[src/rtl/gpio_port_pkg.sv]
// Overview of operation
// - Byte window at 0xC000 on selected page.
// - Eight lines map to data byte 0xC00D.
// - Bits 0-3 bidirectional, switched as one nibble.
// - Bits 4-7 are input only, never driven.
// - Bit 0 of 0xC00E sets nibble direction.
// - Direction bit clears at reset, nibble inputs.
// - Data write updates latch, outputs drive it.
// - Output bits read back the latch.
// - Input bits read the pin level.
// - Control bit 0 switches the buzzer.
// - Control bit 1 switches the backlight.
// - All three bytes are writable and readable.
// - Low buzzer request line also sounds buzzer.
`default_nettype none
package gpio_port_pkg;

	// ----------------------------------------
	// Address map
	// ----------------------------------------
	localparam logic [15:0] WINDOW_BASE = 16'hc000;
	localparam logic [15:0] WINDOW_MASK = 16'hfff0;
	localparam logic [7:0] PAGE_DEFAULT = 8'h00;
	localparam logic [15:0] CONTROL_OFFSET = 16'hc002;
	localparam logic [15:0] DATA_OFFSET = 16'hc00d;
	localparam logic [15:0] DIRECTION_OFFSET = 16'hc00e;

	// ----------------------------------------
	// Fields and reset values
	// ----------------------------------------
	localparam int BUZZER_BIT = 0;
	localparam int BACKLIGHT_BIT = 1;
	localparam int DIRECTION_BIT = 0;
	localparam logic [7:0] CONTROL_RESET = 8'h00;
	localparam logic [7:0] DATA_RESET = 8'h00;
	localparam logic [7:0] DIRECTION_RESET = 8'h00;
	localparam logic [7:0] RDATA_RESET = 8'h00;

	typedef struct packed {
		logic sel;
		logic wr;
		logic [7:0] page;
		logic [15:0] addr;
		logic [7:0] wdata;
	} bus_req_s;

	typedef enum logic [1:0] {
		REG_NONE,
		REG_CONTROL,
		REG_DATA,
		REG_DIRECTION
	} reg_sel_e;

	function automatic reg_sel_e decode(input logic [15:0] addr);
		if (addr == CONTROL_OFFSET) begin
			return REG_CONTROL;
		end else if (addr == DATA_OFFSET) begin
			return REG_DATA;
		end else if (addr == DIRECTION_OFFSET) begin
			return REG_DIRECTION;
		end else begin
			return REG_NONE;
		end
	endfunction : decode

endpackage : gpio_port_pkg
`default_nettype wire

[src/rtl/buzzer_drive.sv]
`timescale 1ns/1ps
`default_nettype none
module buzzer_drive
	import gpio_port_pkg::*;
(
	// Clock and reset
	input wire logic mclk,
	input wire logic rst_n,
	input wire logic clkEn,
	// Sources
	input wire logic softOn,
	input wire logic buzzerReq_n,
	// Drive
	output logic buzzerOn
);

	logic onQ, onD;

	always_comb begin
		onD = softOn | ~buzzerReq_n;
	end

	always_ff @(posedge mclk or negedge rst_n) begin
		if (!rst_n) begin
			onQ <= CONTROL_RESET[BUZZER_BIT];
		end else if (clkEn) begin
			onQ <= onD;
		end
	end

	assign buzzerOn = onQ;

endmodule : buzzer_drive
`default_nettype wire

[src/rtl/gpio_beeper_backlight_port.sv]
`timescale 1ns/1ps
`default_nettype none
module gpio_beeper_backlight_port
	import gpio_port_pkg::*;
(
	// Clock and reset
	input wire logic mclk,
	input wire logic rst_n,
	input wire logic clkEn,
	// Module address page
	input wire logic [7:0] modulePage,
	// Host bus
	input wire logic busSel,
	input wire logic busWr,
	input wire logic [7:0] busPage,
	input wire logic [15:0] busAddr,
	input wire logic [7:0] busWdata,
	output logic [7:0] busRdata,
	output logic busAck,
	// Pins
	input wire logic [3:0] bidirLinesIn,
	input wire logic [3:0] inputOnlyLinesIn,
	output logic [3:0] bidirLinesOut,
	output logic [3:0] bidirLinesOe,
	input wire logic buzzerReq_n,
	output logic buzzerOn,
	output logic backlightOn
);

	// ----------------------------------------
	// Register file
	// ----------------------------------------
	bus_req_s req;
	reg_sel_e target;
	logic hit;
	logic [7:0] controlQ, controlD, dataQ, dataD, dirQ, dirD;
	logic [7:0] rdataQ, rdataD;
	logic ackQ, ackD, backQ, backD;
	logic [7:0] pinRead;

	always_comb begin
		req = '{sel: busSel, wr: busWr, page: busPage, addr: busAddr, wdata: busWdata};
		hit = req.sel && req.page == modulePage && (req.addr & WINDOW_MASK) == WINDOW_BASE;
		target = hit ? decode(req.addr) : REG_NONE;
		controlD = controlQ;
		dataD = dataQ;
		dirD = dirQ;
		rdataD = rdataQ;
		ackD = hit;
		if (hit && req.wr) begin
			if (target == REG_CONTROL) begin
				controlD = req.wdata;
			end else if (target == REG_DATA) begin
				dataD = req.wdata;
			end else if (target == REG_DIRECTION) begin
				dirD = req.wdata;
			end
		end else if (hit) begin
			if (target == REG_CONTROL) begin
				rdataD = controlQ;
			end else if (target == REG_DATA) begin
				// Output bits come from the latch itself, so a read right after a write sees the new value.
				rdataD = {pinRead[7:4], dirQ[DIRECTION_BIT] ? dataQ[3:0] : pinRead[3:0]};
			end else if (target == REG_DIRECTION) begin
				rdataD = dirQ;
			end else begin
				rdataD = 8'h00;
			end
		end
		backD = controlD[BACKLIGHT_BIT];
	end

	always_ff @(posedge mclk or negedge rst_n) begin
		if (!rst_n) begin
			controlQ <= CONTROL_RESET;
			dataQ <= DATA_RESET;
			dirQ <= DIRECTION_RESET;
			rdataQ <= RDATA_RESET;
			ackQ <= 1'b0;
			backQ <= CONTROL_RESET[BACKLIGHT_BIT];
		end else if (clkEn) begin
			controlQ <= controlD;
			dataQ <= dataD;
			dirQ <= dirD;
			rdataQ <= rdataD;
			ackQ <= ackD;
			backQ <= backD;
		end
	end

	assign busRdata = rdataQ;
	assign busAck = ackQ;
	assign backlightOn = backQ;

	// ----------------------------------------
	// Pins and buzzer
	// ----------------------------------------
	gpio_pin_io pinIo (
		.mclk(mclk),
		.rst_n(rst_n),
		.clkEn(clkEn),
		.dataLatch(dataQ),
		.outputMode(dirQ[DIRECTION_BIT]),
		.bidirLinesIn(bidirLinesIn),
		.inputOnlyLinesIn(inputOnlyLinesIn),
		.bidirLinesOut(bidirLinesOut),
		.bidirLinesOe(bidirLinesOe),
		.readValue(pinRead)
	);

	buzzer_drive buzzer (
		.mclk(mclk),
		.rst_n(rst_n),
		.clkEn(clkEn),
		.softOn(controlQ[BUZZER_BIT]),
		.buzzerReq_n(buzzerReq_n),
		.buzzerOn(buzzerOn)
	);

endmodule : gpio_beeper_backlight_port
`default_nettype wire

[src/rtl/gpio_pin_io.sv]
`timescale 1ns/1ps
`default_nettype none
module gpio_pin_io
	import gpio_port_pkg::*;
(
	// Clock and reset
	input wire logic mclk,
	input wire logic rst_n,
	input wire logic clkEn,
	// Register state
	input wire logic [7:0] dataLatch,
	input wire logic outputMode,
	// Pins
	input wire logic [3:0] bidirLinesIn,
	input wire logic [3:0] inputOnlyLinesIn,
	output logic [3:0] bidirLinesOut,
	output logic [3:0] bidirLinesOe,
	output logic [7:0] readValue
);

	logic [3:0] outQ, outD, oeQ, oeD;
	logic [7:0] rdQ, rdD;

	always_comb begin
		outD = dataLatch[3:0];
		oeD = {4{outputMode}};
		rdD[3:0] = outputMode ? dataLatch[3:0] : bidirLinesIn;
		rdD[7:4] = inputOnlyLinesIn;
	end

	always_ff @(posedge mclk or negedge rst_n) begin
		if (!rst_n) begin
			outQ <= DATA_RESET[3:0];
			oeQ <= {4{DIRECTION_RESET[DIRECTION_BIT]}};
			rdQ <= RDATA_RESET;
		end else if (clkEn) begin
			outQ <= outD;
			oeQ <= oeD;
			rdQ <= rdD;
		end
	end

	assign bidirLinesOut = outQ;
	assign bidirLinesOe = oeQ;
	assign readValue = rdQ;

endmodule : gpio_pin_io
`default_nettype wire

[config.mk]
export PLATFORM = sky130hd
export DESIGN_NAME = gpio_beeper_backlight_port
export DESIGN_NICKNAME = d
export VERILOG_FILES = /design/src/rtl/gpio_port_pkg.sv /design/src/rtl/buzzer_drive.sv /design/src/rtl/gpio_beeper_backlight_port.sv /design/src/rtl/gpio_pin_io.sv
export SDC_FILE = /design/constraint.sdc
export NUM_CORES = 1
export LEC_CHECK = 0
export BUFFER_PORTS_ARGS = -buffer_cell sky130_fd_sc_hd__buf_2
export CELL_PAD_IN_SITES_DETAIL_PLACEMENT = 1
export CELL_PAD_IN_SITES_GLOBAL_PLACEMENT = 2
export CORE_MARGIN = 10
export CORE_UTILIZATION = 35
export CTS_BUF_LIST = sky130_fd_sc_hd__clkbuf_4
export DETAILED_ROUTE_END_ITERATION = 8
export PLACE_DENSITY = 0.95
export RECOVER_POWER = 100
export SLEW_MARGIN = 30
export SYNTH_ARGS = -nofsm -noshare
export SYNTH_HDL_FRONTEND = slang
export SYNTH_SLANG_ARGS = --single-unit
[constraint.sdc]
create_clock -name mclk -period 2.24 [get_ports mclk]
set_input_delay 0.112 -clock mclk [delete_from_list [all_inputs] [get_ports mclk]]
set_output_delay 0.112 -clock mclk [all_outputs]
set_load 0.02 [all_outputs]
# ---- After elaboration in Yosys (flattened, before gate mapping)
# Cells that the tools add are included.
# Widths: inputs -> output; s select.
dict set report op_classes {
  reduce_logical 7
  n_shift 0
  bitwise_logic 5
  muxes 11
  multipliers 0
  n_eq_ne 8
  add_sub_neg 0
  div_mod_pow 0
  magnitude_cmp 0
}
# cell count
set ops {}
lappend ops {{$eq 16x16->1 const B} 3}
lappend ops {{$mux 8} 3}
lappend ops {{$eq 12x12->1 const B} 1}
lappend ops {{$mux 2} 6}
lappend ops {{$eq 8x8->1} 1}
lappend ops {{$mux 4} 2}
lappend ops {{$reduce_and 3->1} 2}
lappend ops {{$reduce_and 5->1} 1}
lappend ops {{$eq 2x2->1 const B} 2}
lappend ops {{$not 1->1} 4}
lappend ops {{$reduce_and 4->1} 1}
lappend ops {{$logic_and 1x1->1} 3}
lappend ops {{$eq 2x1->1 const B} 1}
lappend ops {{$or 1x1->1} 1}
dict set report word_totals {
  ramBits 0
  memories 0
  romBits 0
  regBits 43
  out_inout_bits 19
  inputBits 54
  latch_bits 0
}

# ---- Depth between registers and ports, before layout
# Gate-level depths: netlist of run 1.
dict set report logic_depth {
  ltp_word 9
  depth_mapped 10
}

# ---- By module
# From an unflattened synthesis of run 1, not the netlist that was laid out.
dict set report hier_totals {
  hier_cells 189
  hier_area_um2 2442.3
}
# mod n_inst area_each_um2 cells_per_inst
set by_module_without_submodules {}
lappend by_module_without_submodules {gpio_beeper_backlight_port 1 1840.5 145}
lappend by_module_without_submodules {gpio_pin_io 1 563.0 40}
lappend by_module_without_submodules {buzzer_drive 1 38.8 4}

# ---- Worst setup path before layout of run 1
# OpenSTA, ideal clock, no wires.
dict set report synth_path {
  kind {in2reg}
  start {input port busAddr[9]}
  end {register controlQ[0]}
  required_ns 2.115
  setup_slack_ns -0.795
  stages 10
  t_arrival_ns 2.910
  cell_sequence {nor4_1 -> nand2_1 -> or4_4 -> nor4b_1 -> ha_1 -> clkbuf_1 -> and3_1 -> nand3_1 -> nor4_4 -> mux2_2}
}
dict set report synth_between {
  elab_chain_len 7
  word_cells_on_any_way 12
  classes_between {eq/ne (5); mux (4); reduce/logical (3)}
}
# item line
set synth_lines {}
lappend synth_lines {{start, declared} gpio_beeper_backlight_port.sv:16} ;# input wire logic [15:0] busAddr,
lappend synth_lines {{$eq 16x16->1} gpio_port_pkg.sv:59} ;# end else if (addr == DIRECTION_OFFSET) begin
lappend synth_lines {{$mux 2} gpio_port_pkg.sv:59}
lappend synth_lines {{$mux 2} gpio_port_pkg.sv:57} ;# end else if (addr == DATA_OFFSET) begin
lappend synth_lines {{$mux 2} gpio_port_pkg.sv:55} ;# if (addr == CONTROL_OFFSET) begin
lappend synth_lines {{$mux 2} gpio_beeper_backlight_port.sv:44} ;# target = hit ? decode(req.addr) : REG_NONE;
lappend synth_lines {{$eq 2x1->1} gpio_beeper_backlight_port.sv:51} ;# if (target == REG_CONTROL) begin
lappend synth_lines {{$reduce_and 3->1 (no source line) *} --}
lappend synth_lines {{end signal, assigned} gpio_beeper_backlight_port.sv:82} ;# controlQ <= controlD;
lappend synth_lines {{end, declared} gpio_beeper_backlight_port.sv:36} ;# logic [7:0] controlQ, controlD, dataQ, dataD, dirQ, dirD;
# Mark *: on every way between the ends. The rest lies on a longest branch, timed or not.
# A chain may end at the register's enable or synchronous reset.

# ---- Worst setup path in the final report of run 1
dict set report layout_path {
  start {input port busAddr[7]}
  end {register dirQ[6]}
}
dict set report layout_between {
  elab_chain_len 8
  word_cells_on_any_way 16
  classes_between {eq/ne (7); mux (4); bitwise (2); reduce/logical (3)}
}
# item line
set layout_lines {}
lappend layout_lines {{$eq 16x16->1} gpio_port_pkg.sv:59}
lappend layout_lines {{$mux 2} gpio_port_pkg.sv:59}
lappend layout_lines {{$mux 2} gpio_port_pkg.sv:57}
lappend layout_lines {{$mux 2} gpio_port_pkg.sv:55}
lappend layout_lines {{$mux 2} gpio_beeper_backlight_port.sv:44}
lappend layout_lines {{$eq 2x2->1 / $eq 2x1->1 (equally long branches)} {gpio_beeper_backlight_port.sv:53, gpio_beeper_backlight_port.sv:51}}
lappend layout_lines {{$not 1->1 (no source line)} --}
lappend layout_lines {{$reduce_and 5->1 (no source line) *} --}
lappend layout_lines {{end signal, assigned} gpio_beeper_backlight_port.sv:84} ;# dirQ <= dirD;
lappend layout_lines {{end, declared} gpio_beeper_backlight_port.sv:36}
# Marks and branches as above.

==> reports/qor.csv, run 1 <==
metric,value,unit
vias in the first global route,2141,
die span in y,100,um
"count leader, synth",dfrtp_1,
H-tree levels,2,
# nets final,345,
DR top layer,met4,
post-synthesis sequential area ratio,47.9,%
Clock Sinks,43,
Netlist Area Pre-Place,0.00225,sq mm
Num CTS Buffers,5,
Mean Syn Cell Area,12.6,sq um
failing checks,negative setup slack,
Netlist cell types,36,
Final Cycle Share,120,%
Worst EP required,2.48,ns
Synth Area in Adders,1.67,%
Cell Pwr Density,409,mW/mm^2
met1 wire length,2.65,mm
cell count after synthesis,179,
syn nets,236,
worst skew pair latency,0.34,ns
unrepaired setup endpoints after global routing,true,
Final Critical Period,2.69,ns
xor/xnor share of the synthesized area,3.90,%
DR iter-0 viols,50,
Setup Skew,0.00955,ns
area delta synth->final,49.3,%
Crit path arrival time,2.93,ns
drt pass-1 iters,4,
first-pass GRT wire length,10.4,mm
f_max,372,MHz
max cap viols,0,
status,finished with violations,
drt wl/cell,18.3,um
DIE AREA,0.0100,sq mm
"FF+latch count, synth",43,
Final Max Tran Viols,0,
DR vias,1868,
post-synthesis simple-gate area fraction,15.9,%
Peak VDD IR,0.215,mV
starting density of the core,35.8,%
ratio of cells with drive above 1 in the final layout,57.6,%
crit end category,flop,
design area,0.00335,sq mm
CP Class,in2reg,
post-synthesis mux area share,24.1,%
Final Hold Fails,0,
Rel. slew slack,29.6,%
largest net degree at the start of global routing,44,
"Setup violations, final",28,
GRT Total Usage,12.7,%
total power,1.37,mW
startpoint types,input port,
setup ws final,-0.448,ns
Die X-Extent,100,um
met2 WL,3.37,mm
fill count,689,
# IOs,73,
Congestion Overflow GR,0,
area post-placement,0.00298,sq mm
largest cells by area after synthesis,"dfrtp_1 48%, mux2_2 20%, mux2i_1 3.6%, xnor2_1 3.1%, nor4_4 2.8%",
initial antenna violation count,1,
Post-synth EDFFs,0,
"Warnings, synthesis",0,
Pleak,1.57,nW
Least-Margin Pin Slew,1.06,ns
CTS tree,done,
RePlAce Congestion,0.743,
met3 wire length,580,um
PortBufs,72,
area of the core,0.00628,sq mm
Max clock buf depth,2,
Yosys top cell by area,dfrtp_1,
drc violations,0,
CTS clock-pin slew for the worst setup and hold paths,0.13,ns
tightest hold margin,0.0251,ns
Routed Antenna Nets,0,
Clock Tree Root,clkbuf_4,
area share of the largest cell type after synthesis,47.9,%
largest family of logic cells by synthesized area,multiplexers,
critical path peak fanout,8,
row count,29,
fin util,53.4,%
Compound-Gate Fraction of Synth Area,4.23,%
asr flop ratio synth,100,%
via-per-instance ratio,5.10,
total wire length,6.72,mm
Synth Flop Type,dfrtp_1,
hold crit path type,in2reg,
DP Wirelength,4.79,mm
list of most frequent post-synthesis cells,"43 x dfrtp_1, 40 x mux2_2, 11 x nand2_1, 9 x a21oi_1",
==> metal layers <==
metal / global-route usage (%) / vias to the layer above
met3: 4.88 / 6
met2: 21.2 / 68
met4: 4.24 / 0
li1: - / 865
met1: 14.5 / 929
met5: 0 / -
==> logic make-up (layout without fill, tap and decap cells) <==
logic type,Yosys count,in the layout
compound gates,18,18
mux,49,49
flops,43,43
fa+ha+maj,3,3
simple gates,45,45
buf+inv,11,120
other cells,0,1
xor+xnor,10,10
==> report_power, final <==
group	leakage, nW	switching (mW)	internal (mW)
sequential	0.578	0.0103	0.791
clock	0.0285	0.245	0.112
combinational	0.963	0.105	0.110
==> sequential cells by signal (all words and copies together), names as in the netlist <==
signal and count:
busAck 1, busRdata 8, buzzer.buzzerOn 1, controlQ 8, dataQ 4, dirQ 8
pinIo.bidirLinesOe 1, pinIo.bidirLinesOut 4, pinIo.readValue 8
==> placed cells by master (no fill, tap or decap), drive strengths merged <==
| master | count |
|---|---|
| o21ai | 7 |
| nor3 | 1 |
| and3b | 4 |
| nand2 | 11 |
| ha | 3 |
| mux2 | 41 |
| clkinv | 2 |
| mux2i | 8 |
| nand4b | 1 |
| nor2b | 1 |
| diode | 1 |
| a31oi | 1 |
| a21oi | 9 |
| and4 | 1 |
| and3 | 1 |
| nor4 | 5 |
| dfrtp | 43 |
| buf | 81 |
| xnor2 | 8 |
| dlygate4sd3 | 9 |
| inv | 2 |
| or3 | 1 |
| a221oi | 1 |
| xor2 | 2 |
| or4 | 1 |
| nor2 | 5 |
| nand4 | 2 |
| or4b | 1 |
| nor4b | 3 |
| clkbuf | 26 |
| nand3 | 6 |
| and4b | 1 |
==> path summary, 6_finish.rpt <==
kind,from,end,slack (ns),cells past startpoint
max in group asynchronous,rst_n,controlQ[3],1.12,2
min in group asynchronous,rst_n,pinIo.bidirLinesOut[0],0.47,2
setup reg to reg,dirQ[0],busRdata[3],0.44,5
hold / removal,busWdata[5],dirQ[5],0.03,2
setup / recovery,busAddr[7],dirQ[6],-0.45,11
hold reg to reg,controlQ[3],controlQ[3],0.52,1
==> repair_timing <==
| action | 4_1_cts | 5_1_grt |
|---|---|---|
| gates resized for setup | 22 | 28 |
| hold buffers | 8 | 1 |
| endpoints found under the hold margin | 51 | 1 |
| pin swaps | 7 | 3 |
| buffers inserted | 3 | 8 |
| setup endpoints to repair | 28 | 28 |
==> layout make-up <==
type / instances / area, sq um / share of cell area, %
multi-input cells: 125 / 1450 / 43.1
inverters: 2 / 7.51 / 0.224
flip-flops and latches: 43 / 1080 / 32.1
diodes: 1 / 2.50 / 0.0746
clock buffers: 5 / 37.5 / 1.12
well taps: 77 / 96.3 / 2.87
repair buffers: 111 / 679 / 20.3
clock inverters: 2 / 8.76 / 0.261
==> per-stage QoR <==
stage	setup TNS, ns	setup WS [ns]	instances
after floorplan	-15.53	-0.673	179
after global placement	-16.92	-0.722	341
after detailed placement	-19.80	-0.840	341
after CTS	-5.31	-0.327	359
after global routing	-11.36	-0.527	366
final	-8.16	-0.448	366
==> worst max-delay path: stages <==
cell	delay (ns)
buf_6	0.10
nor4b_4	0.29
nand3_1	0.10
or4_4	0.52
or4b_4	0.52
ha_4	0.28
and4_4	0.23
nand3_4	0.09
nor4_4	0.14
buf_6	0.19
mux2_2	0.36
Note: power is estimated with default switching activity, not from simulation.
==> run 2, diff against run 1 <==
- ABC_AREA: default -> 0
- CORE_UTILIZATION: 35 -> 30
- CTS_BUF_LIST: sky130_fd_sc_hd__clkbuf_4 -> sky130_fd_sc_hd__clkbuf_8
- PLACE_DENSITY: 0.95 -> 0.87
==> reports/qor.csv, run 2 (synthesis gave the netlist of run 1 again) <==
metric,value,unit
Most Crowded Layer GR,met2,
crit end category,flop,
GRT Total Usage,11.3,%
met1 Resource Use GR,11.8,%
Pleak,1.63,nW
status,finished with violations,
setup ws final,-0.469,ns
via-per-instance ratio,4.76,
die span in y,107,um
Num CTS Buffers,5,
Final Max Tran Viols,0,
f_max,369,MHz
Setup Skew,0.00347,ns
Final Cycle Share,121,%
M3 GR Usage,4.71,%
Cell Pwr Density,459,mW/mm^2
DIE AREA,0.0114,sq mm
row count,31,
largest net degree at the start of global routing,44,
unrepaired setup endpoints after global routing,true,
DP Worst Slack,-0.827,ns
total power,1.54,mW
DP Wirelength,5.00,mm
RePlAce Congestion,0.725,
CTS clock-pin slew for the worst setup and hold paths,0.08,ns
startpoint types,input port,
Clock Tree Root,clkbuf_8,
area of the core,0.00725,sq mm
Routed Antenna Nets,0,
DR iter-0 viols,58,
Most common cell on crit path,buf_6,
"delay-heaviest family, CP",simple AND/OR/NAND/NOR gates,
PortBufs,72,
CP Class,in2reg,
Congestion Overflow GR,0,
Bufs and invs on worst path,2,
CTS tree,done,
Crit path largest cell delay,0.54,ns
starting density of the core,31.0,%
total wire length,6.45,mm
drt wl/cell,16.8,um
# IOs,73,
"commonest cells after routing, fill and taps aside","68 x buf_2, 43 x dfrtp_1, 30 x mux2_2, 27 x buf_4",
Peak VDD IR,0.203,mV
drc violations,0,
Rel. slew slack,49.1,%
max cap viols,0,
# nets final,342,
Least-Margin Pin Slew,0.764,ns
worst skew pair latency,0.30,ns
Max clock buf depth,2,
met2 usage,19.9,%
failing checks,negative setup slack,
critical path's slowest cell,or4_4,
Final Hold Fails,0,
Worst EP required,2.42,ns
hold crit path type,in2reg,
vias in the first global route,2106,
DR vias,1832,
first-pass GRT wire length,10.4,mm
initial antenna violation count,0,
"Setup violations, final",28,
drt pass-1 iters,4,
ANT cells,0,
area delta synth->final,49.1,%
Clock Sinks,43,
Die X-Extent,107,um
critical path peak fanout,8,
Final Critical Period,2.71,ns
H-tree levels,2,
ratio of cells with drive above 1 in the final layout,64.0,%
"most common cell after layout, fill and taps aside",buf_2,
worst-path cell chain,buf_6 > nor4b_4 > nand2_1 > or4_4 > or4b_4 > ha_1 > and4_1 > nand3_2 > nor4_4 > buf_6 > mux2_2,
Crit path arrival time,2.89,ns
-- run 2: cell count changes in the layout (fill, tap and decap cells not counted), moves of 5 or more --
cell	previous run	this run
dlygate4sd3_1	9	2
mux2_2	25	30
mux2_4	16	10
clkbuf_1	20	1
buf_2	50	68
clkbuf_8	0	7
clkbuf_4	5	0
-- run 2: through the flow --
step	utilization [%]	setup TNS [ns]	cells	area (sq um)	hold WS, ns
2_1_floorplan	-	-15.53	179	2420	-0.184
3_3_place_gp	41.5	-17.19	363	3010	0.308
3_5_place_dp	41.5	-19.44	363	3010	0.317
4_1_cts	44.7	-8.96	381	3240	0.00276
5_1_grt	46.2	-13.14	385	3350	0.0398
6_report	46.2	-10.67	385	3350	0.0448
-- run 2: metal layers --
layer | wire length [um] | vias to the layer above | share of wire (%)
met4 | 87 | 0 | 1.3
met1 | 2640 | 905 | 41
met2 | 3190 | 61 | 49
met3 | 542 | 8 | 8.4
met5 | 0 | - | 0
li1 | - | 858 | -
-- run 2: cell type report --
class / count / area (sq um)
Fill cell: 803 / 3900
Clock buffer: 7 / 96.3
Tap cell: 99 / 124
Sequential cell: 43 / 1080
Multi-Input combinational cell: 125 / 1360
Timing Repair Buffer: 108 / 683
Clock inverter: 1 / 3.75
Inverter: 2 / 7.51
-- run 2: power by group --
part / switching [mW] / internal (mW) / total (mW)
logic: 0.101 / 0.103 / 0.204
registers: 0.00843 / 0.791 / 0.799
clock network: 0.257 / 0.277 / 0.533
-- run 2: worst paths after layout --
check,slack (ns),cells past startpoint,endpoint,from
max in group asynchronous,1.52,2,busRdata[6],rst_n
setup / recovery,-0.47,11,dirQ[2],busAddr[6]
hold / removal,0.04,2,pinIo.readValue[7],inputOnlyLinesIn[3]
min in group asynchronous,0.34,2,pinIo.bidirLinesOe[0],rst_n
setup reg to reg,0.82,4,busRdata[0],dirQ[0]
hold reg to reg,0.49,1,busRdata[4],busRdata[4]
-- run 2: timing repair --
item                                   in CTS  in global routing
hold buffers                                1                  1
buffers inserted                            9                  5
gates resized for setup                    12                 23
pin swaps                                   6                  1
setup endpoints to repair                  28                 28
endpoints found under the hold margin       1                 43
